[config.mk]
export PLATFORM = sky130hd
export DESIGN_NAME = otp_program_and_lock
export DESIGN_NICKNAME = d
export VERILOG_FILES = /design/src/logic/otp_program_and_lock.v
export VERILOG_INCLUDE_DIRS = /design/src /design/src/pkg
export SDC_FILE = /design/constraint.sdc
export NUM_CORES = 2
export LEC_CHECK = 0
export BUFFER_PORTS_ARGS = -buffer_cell sky130_fd_sc_hd__buf_4
export CAP_MARGIN = 20
export CORE_ASPECT_RATIO = 1.5
export CORE_MARGIN = 8
export CORE_UTILIZATION = 45
export CTS_CLUSTER_DIAMETER = 40
export CTS_CLUSTER_SIZE = 30
export DETAILED_ROUTE_END_ITERATION = 12
export PLACE_DENSITY_LB_ADDON = 0.08
export REMOVE_ABC_BUFFERS = 1
export SYNTH_ARGS = -nofsm -noshare
export SYNTH_HDL_FRONTEND = slang
export SYNTH_SLANG_ARGS = --single-unit
[constraint.sdc]
create_clock -name SYS_CLK_I -period 3.2 [get_ports SYS_CLK_I]
set_input_delay 0.16 -clock SYS_CLK_I [delete_from_list [all_inputs] [get_ports SYS_CLK_I]]
set_output_delay 0.16 -clock SYS_CLK_I [all_outputs]
set_load 0.005 [all_outputs]
[src/pkg/otp_program_and_lock_defines.vh]
`ifndef OTP_PROGRAM_AND_LOCK_DEFINES_VH
`define OTP_PROGRAM_AND_LOCK_DEFINES_VH

// Command codes
`define CMD_WRITE_ENABLE   8'h06
`define CMD_READ_STATUS    8'h05
`define CMD_READ_FLAGS     8'h70
`define CMD_CLEAR_FLAGS    8'h50
`define CMD_READ_ONETIME   8'h4B
`define CMD_PROG_ONETIME   8'h42

// Status bits
`define SR_BUSY_BIT        0
`define SR_WEL_BIT         1
`define FSR_READY_BIT      7
`define FSR_PROG_FAIL_BIT  4
`define FSR_PROT_BIT       1

// One-time area layout
`define LOCK_INDEX         7'h40
`define LOCK_ADDR          24'h000040
`define LOCK_BIT           0
`define ERASED_BYTE        8'hFF
`define ZERO_BYTE          8'h00

// Frame layout, in bytes
`define OPCODE_BYTE        8'h00
`define LAST_ADDR_BYTE     8'h03
`define FIRST_DATA_BYTE    8'h04
`define MIN_PROG_BYTES     8'h05
`define ONE_BYTE           8'h01
`define BYTE_CNT_MAX       8'hFF
`define LAST_BIT           3'h7

// Timing
`define CLK_PERIOD_NS      10
`define PROG_TIME_NS       200000
`define PROG_TIMEOUT_NS    400000

`endif

[src/logic/otp_program_and_lock.v]
// Behaviour
// Write enable cleared when program ends
// Status and flags readable while busy
// Busy bit cleared at program completion
// Timeout clears write enable, sets fail
// No chip select rise, no execution
// Host waits for ready flag read
// Byte 64 is the permanent lock
// Lock bit one programmable, zero locked
// Lock bit never returns to one; here RESET_N_I reloads the whole array with FF, lock bit included
// Locked: ignore, keep latch, flag bits 1,4
// Program needs write enable latch set
// Program starts on chip select rise
// At most 65 bytes, no wraparound
// One operation: 64 data plus control
`timescale 1ns/100ps
`include "otp_program_and_lock_defines.vh"

module otp_program_and_lock #(
  parameter PROG_CYCLES    = `PROG_TIME_NS / `CLK_PERIOD_NS,
  parameter TIMEOUT_CYCLES = `PROG_TIMEOUT_NS / `CLK_PERIOD_NS,
  parameter DEPTH          = 65
) (
  // Clock and reset
  input  wire SYS_CLK_I,
  input  wire RESET_N_I,
  // Serial bus from host
  input  wire SPI_CS_N_I,
  input  wire SPI_SCK_I,
  input  wire SPI_DQ0_I,
  // Serial data to host
  output reg  SPI_DQ1_O,
  output reg  SPI_DQ1_OE_O
);

  localparam [31:0] PROG_LAST    = PROG_CYCLES - 1;
  localparam [31:0] TIMEOUT_LAST = TIMEOUT_CYCLES - 1;

  // Pin synchronisers; third stage only for edge detect
  reg        cs_s1;
  reg        cs_s2;
  reg        cs_s3;
  reg        sck_s1;
  reg        sck_s2;
  reg        sck_s3;
  reg        dq_s1;
  reg        dq_s2;

  reg  [7:0] rx;
  reg  [2:0] bit_cnt;
  reg  [7:0] byte_cnt;
  reg  [7:0] cmd;
  reg [23:0] addr;
  reg  [6:0] ptr;
  reg        ptr_ok;
  reg  [7:0] tx;
  reg        out_active;
  reg        wel;
  reg        busy;
  reg        fail;
  reg        prot;
  reg [31:0] tcnt;
  reg  [7:0] otp  [0:DEPTH-1];
  reg  [7:0] pbuf [0:DEPTH-1];
  reg [DEPTH-1:0] pvalid;
  integer    i;

  wire        sck_rise  = sck_s2 & ~sck_s3;
  wire        sck_fall  = ~sck_s2 & sck_s3;
  wire        cs_rise   = cs_s2 & ~cs_s3;
  wire        selected  = ~cs_s2;
  wire  [7:0] rx_next   = {rx[6:0], dq_s2};
  wire [23:0] addr_next = {addr[15:0], rx_next};
  wire        whole     = (bit_cnt == 3'h0);
  wire        unlocked  = otp[`LOCK_INDEX][`LOCK_BIT];

  reg  [7:0] status;
  reg  [7:0] flags;
  always @* begin
    status                     = `ZERO_BYTE;
    status[`SR_BUSY_BIT]       = busy;
    status[`SR_WEL_BIT]        = wel;
    flags                      = `ZERO_BYTE;
    flags[`FSR_READY_BIT]      = ~busy;
    flags[`FSR_PROG_FAIL_BIT]  = fail;
    flags[`FSR_PROT_BIT]       = prot;
  end

  always @(posedge SYS_CLK_I or negedge RESET_N_I) begin
    if (!RESET_N_I) begin
      cs_s1  <= 1'b1;
      cs_s2  <= 1'b1;
      cs_s3  <= 1'b1;
      sck_s1 <= 1'b0;
      sck_s2 <= 1'b0;
      sck_s3 <= 1'b0;
      dq_s1  <= 1'b0;
      dq_s2  <= 1'b0;
    end else begin
      cs_s1  <= SPI_CS_N_I;
      cs_s2  <= cs_s1;
      cs_s3  <= cs_s2;
      sck_s1 <= SPI_SCK_I;
      sck_s2 <= sck_s1;
      sck_s3 <= sck_s2;
      dq_s1  <= SPI_DQ0_I;
      dq_s2  <= dq_s1;
    end
  end

  // Array reset models the erased, unlocked cell state
  always @(posedge SYS_CLK_I or negedge RESET_N_I) begin
    if (!RESET_N_I) begin
      rx           <= `ZERO_BYTE;
      bit_cnt      <= 3'h0;
      byte_cnt     <= `OPCODE_BYTE;
      cmd          <= `ZERO_BYTE;
      addr         <= 24'h000000;
      ptr          <= 7'h00;
      ptr_ok       <= 1'b0;
      tx           <= `ZERO_BYTE;
      out_active   <= 1'b0;
      wel          <= 1'b0;
      busy         <= 1'b0;
      fail         <= 1'b0;
      prot         <= 1'b0;
      tcnt         <= 32'h00000000;
      pvalid       <= {DEPTH{1'b0}};
      SPI_DQ1_O    <= 1'b0;
      SPI_DQ1_OE_O <= 1'b0;
      for (i = 0; i < DEPTH; i = i + 1) begin
        otp[i]  <= `ERASED_BYTE;
        pbuf[i] <= `ERASED_BYTE;
      end
    end else begin
      if (!selected) begin
        bit_cnt      <= 3'h0;
        byte_cnt     <= `OPCODE_BYTE;
        out_active   <= 1'b0;
        SPI_DQ1_OE_O <= 1'b0;
      end else if (sck_rise) begin
        rx      <= rx_next;
        bit_cnt <= bit_cnt + 3'h1;
        if (bit_cnt == `LAST_BIT) begin
          if (byte_cnt != `BYTE_CNT_MAX)
            byte_cnt <= byte_cnt + `ONE_BYTE;
          if (byte_cnt == `OPCODE_BYTE) begin
            cmd <= rx_next;
            // Status stays readable even while busy
            if (rx_next == `CMD_READ_STATUS) begin
              tx         <= status;
              out_active <= 1'b1;
            end else if (rx_next == `CMD_READ_FLAGS) begin
              tx         <= flags;
              out_active <= 1'b1;
            end
            // Buffer of a running program must survive
            if (rx_next == `CMD_PROG_ONETIME && !busy)
              pvalid <= {DEPTH{1'b0}};
          end else if (byte_cnt <= `LAST_ADDR_BYTE) begin
            addr <= addr_next;
            if (byte_cnt == `LAST_ADDR_BYTE) begin
              ptr_ok <= (addr_next <= `LOCK_ADDR);
              ptr    <= (addr_next <= `LOCK_ADDR) ? addr_next[6:0] : `LOCK_INDEX;
            end
          end else begin
            if (cmd == `CMD_READ_STATUS) begin
              tx <= status;
            end else if (cmd == `CMD_READ_FLAGS) begin
              tx <= flags;
            end else if (cmd == `CMD_READ_ONETIME && !busy) begin
              // Reads stick at the lock byte instead of wrapping
              tx         <= otp[ptr];
              out_active <= 1'b1;
              if (ptr != `LOCK_INDEX)
                ptr <= ptr + 7'h01;
            end else if (cmd == `CMD_PROG_ONETIME && !busy && ptr_ok) begin
              pbuf[ptr]   <= rx_next;
              pvalid[ptr] <= 1'b1;
              if (ptr == `LOCK_INDEX)
                ptr_ok <= 1'b0;
              else
                ptr <= ptr + 7'h01;
            end
          end
        end
      end else if (sck_fall) begin
        SPI_DQ1_O    <= tx[7];
        SPI_DQ1_OE_O <= out_active;
        tx           <= {tx[6:0], 1'b0};
      end

      // Commands act only on a clean chip select rise
      if (cs_rise && whole && !busy) begin
        if (cmd == `CMD_WRITE_ENABLE && byte_cnt == `ONE_BYTE) begin
          wel <= 1'b1;
        end else if (cmd == `CMD_CLEAR_FLAGS && byte_cnt == `ONE_BYTE) begin
          fail <= 1'b0;
          prot <= 1'b0;
        end else if (cmd == `CMD_PROG_ONETIME && byte_cnt >= `MIN_PROG_BYTES && wel) begin
          if (!unlocked) begin
            prot <= 1'b1;
            fail <= 1'b1;
          end else begin
            busy <= 1'b1;
            tcnt <= 32'h00000000;
          end
        end
      end

      if (busy) begin
        tcnt <= tcnt + 32'h00000001;
        if (tcnt == TIMEOUT_LAST) begin
          busy <= 1'b0;
          wel  <= 1'b0;
          fail <= 1'b1;
        end else if (tcnt == PROG_LAST) begin
          busy <= 1'b0;
          wel  <= 1'b0;
          // Bits only go from one to zero, so a lock holds
          for (i = 0; i < DEPTH; i = i + 1) begin
            if (pvalid[i])
              otp[i] <= otp[i] & pbuf[i];
          end
        end
      end
    end
  end

endmodule

==> results.sh <==
export IMPL_outcome="finished, violations left"
export IMPL_violations="setup timing"
export IMPL_hold_class="in2reg"
export IMPL_synth_top_flop_cell="dfstp_2"
export IMPL_finalNonFillerCells=5325
export IMPL_cpPeakStageDelay_ns=0.84
export IMPL_via_per_inst=5.93
export IMPL_critPathMaxFanout=22
export IMPL_yosysUniqueCellTypes=71
export IMPL_cts_tree="done"
export IMPL_grt_pass1_vias=33800
export IMPL_drv_slew=0
export IMPL_coreArea_sq_um=111000
export IMPL_synth_edf_count=0
export IMPL_syn_area_per_cell_sq_um=13.9
export IMPL_synth_top_cells_by_count="dfstp_2, mux2_2, o21a_1, nand2_1, dfrtp_1"
export IMPL_fin_util_pct=52.1
export IMPL_finalWirelength_um=152000
export IMPL_drive_gt1_share_pct=55.8
export IMPL_relSlewSlack_pct=33.6
export IMPL_drv_cap=0
export IMPL_multi_input_area_sq_um=17600
export IMPL_dpl_hpwl_um=100000
export IMPL_layout_nets=3779
export IMPL_chipWidth_um=288
export IMPL_ir_drop_v=0.000493
export IMPL_cp_slowest_cell="a211oi_1"
export IMPL_rsz0062_at_grt="no"
export IMPL_placed_cells=5061
export IMPL_fin_crit_sh_pct=101
export IMPL_synth_most_common_cell="dfstp_2"
export IMPL_numCtsBuffers=138
export IMPL_area_growth_pct=15.6
export IMPL_drc=0
export IMPL_gp_congestion=0.913
export IMPL_nFillCells=9397
export IMPL_finalCriticalPeriod_ns=3.22
export IMPL_cp_start_kind="flip-flop"
export IMPL_crit_top_cell="buf_4"
export IMPL_grt_max_degree=105
export IMPL_synth_warnings=0
export IMPL_grt_overflow=0
export IMPL_routedWlPerCell_um=28.5
export IMPL_setup_slack_ns=-0.0236
export IMPL_worstMarginPinSlew_ns=0.991
export IMPL_fp_row_count=150
export IMPL_cts_max_path_buffers=3
export IMPL_p_per_area_nw_per_um2=588
export IMPL_ios=7
export IMPL_grt_pass1_wl_um=229000
export IMPL_netlist_area_leader_share_pct=54.8
export IMPL_fin_worst_skew_ns=0.0233
export IMPL_synth_cells=3597
export IMPL_antenna_found_initial=2
export IMPL_path_cells="buf_4 -> and3b_1 -> buf_4 -> a21oi_1 -> a211oi_1 -> nor4_1 -> o211ai_1"
export IMPL_r2r_setup_slack_ns=-0.02
export IMPL_ys_top_cells_by_area="dfstp_2, mux2_2, o21a_1, dfrtp_1, nand2_1"
export IMPL_chipHeight_um=424
export IMPL_start_util_pct=45.1
export IMPL_worst_ep_arrival_time_ns=3.89
export IMPL_synth_area_sq_um=50000
export IMPL_p_leak_nw=23.1
export IMPL_io_buffers=6
export IMPL_clock_fmax_mhz=310
export IMPL_ys_seq_area_share_pct=63.2
export IMPL_worst_setup_path_end_kind="flip-flop"
export IMPL_finalHoldViolCount=0
export IMPL_htree_num_levels=4
export IMPL_die_area_sq_um=122000
export IMPL_path_class="reg2reg"
export IMPL_clkSlewWorstSetupHoldPaths_ns=0.06
export IMPL_drtPass1Iterations=6
export IMPL_ys_ff_latch=1210
export IMPL_yosysTopAreaCell="dfstp_2"
export IMPL_num_vias=31600
export IMPL_clock_sinks=1210
export IMPL_first_iter_violations=2332
export IMPL_setup_viol=1
export IMPL_critical_path_required_ns=3.86
export IMPL_track_usage_pct=25.1
export IMPL_clock_latency_ns=0.76
export IMPL_cts_root_buf="clkbuf_16"
export IMPL_final_seq_area_sq_um=31600
export IMPL_antenna_left=0
export IMPL_async_reset_ff_share_pct=100
## layout by cell type (no fill, tap or decap), types with 12 or more instances in the layout
cell	n
dfstp_2	1043
mux2_2	603
o21a_1	560
nand2_1	209
buf_4	183
dfrtp_1	156
clkbuf_16	145
nor2_1	82
o21ai_0	73
a21oi_1	57
mux2i_1	56
inv_1	48
a221oi_1	48
a22oi_1	45
nand3_1	33
a21boi_0	31
a221o_1	28
nor2_2	26
inv_6	26
clkbuf_1	22
clkinv_2	20
buf_12	20
mux4_2	19
nor4_1	18
nor3_1	18
nand4_1	16
a22o_1	16
xor2_1	14
and3_1	12
bufinv_16	12
## sequential cells by signal, summed over array words and instances (netlist names), 3 cells and up
name	flops
otp	520
pbuf	520
pvalid	65
tcnt	32
addr	16
byte_cnt	8
cmd	8
tx	8
ptr	7
rx	7
bit_cnt	3
## power breakdown
part | switching [mW] | internal, mW
registers | 0.0416 | 15.4
clock network | 6.69 | 9.65
logic | 1.86 | 0.287
## per-stage QoR
stage               hold slack (ns)  setup WS [ns]  power [mW]  TNS, ns  area, sq um
floorplan                    -0.136          -3.19        16.2  -928.82        49300
global placement              0.179         -0.145        17.8   -0.220        52900
detailed placement            0.174         -0.103        17.9   -0.196        53000
CTS                         0.00758         0.0269        34.3        0        57800
global route                 0.0370         0.0250        35.1        0        57800
finish                       0.0679        -0.0236        34.0  -0.0236        57800
## final timing paths
path	cells after the start	endpoint	start
max in group asynchronous	4	pvalid[48]	RESET_N_I
setup reg to reg	7	tx[6]	ptr[2]
hold / removal	2	cs_s1	SPI_CS_N_I
setup / recovery	7	tx[6]	ptr[2]
hold reg to reg	0	dq_s2	dq_s1
min in group asynchronous	3	ptr[0]	RESET_N_I
## what timing repair did
| action | 4_1_cts | 5_1_grt |
|---|---|---|
| setup buffers | 0 | 0 |
| pin swaps | 0 | 0 |
| endpoints found under the setup margin | 3 | 11 |
| gates resized for setup | 3 | 4 |
| endpoints found under the hold margin | 102 | 0 |
| hold buffers | 6 | 0 |
## critical path: cells and delay by family, from the launching register on
| family | cells | cell delay, ns |
|---|---|---|
| AO/OA/AOI/OAI | 3 | 1.16 |
| buffers and inverters | 2 | 0.53 |
| flip-flops | 1 | 0.68 |
| AND/OR/NAND/NOR | 2 | 0.75 |
## metal layers
metal,part of all wire (%),routed length (um),track usage (%),vias to the layer above
li1,-,-,-,13400
met1,41,62800,32.0,17000
met2,50,76300,42.6,877
met3,4.4,6650,4.19,279
met4,3.9,5850,9.43,0
met5,0,0,0,-
## cell families (layout without fill, tap and decap cells)
family	after synthesis	count (layout)	synth area share (%)
other	0	2	0
adder cells (fa/ha/maj)	11	11	0.275
XOR/XNOR	18	18	0.315
AND/OR/NAND/NOR	487	487	4.68
flip-flops	1210	1210	63.2
buffers and inverters	234	516	1.82
multiplexers	687	687	15.8
AO/OA/AOI/OAI	950	950	14.0
## layout make-up
type / count / area share [%]
Sequential cell: 1210 / 54.7
Inverter: 50 / 0.325
Antenna cell: 2 / 0.00866
Clock buffer: 178 / 6.68
Multi-Input combinational cell: 2153 / 30.4
Clock inverter: 78 / 1.50
Timing Repair Buffer: 210 / 3.20
Tap cell: 1444 / 3.13
(Power assumes the default switching activity.)
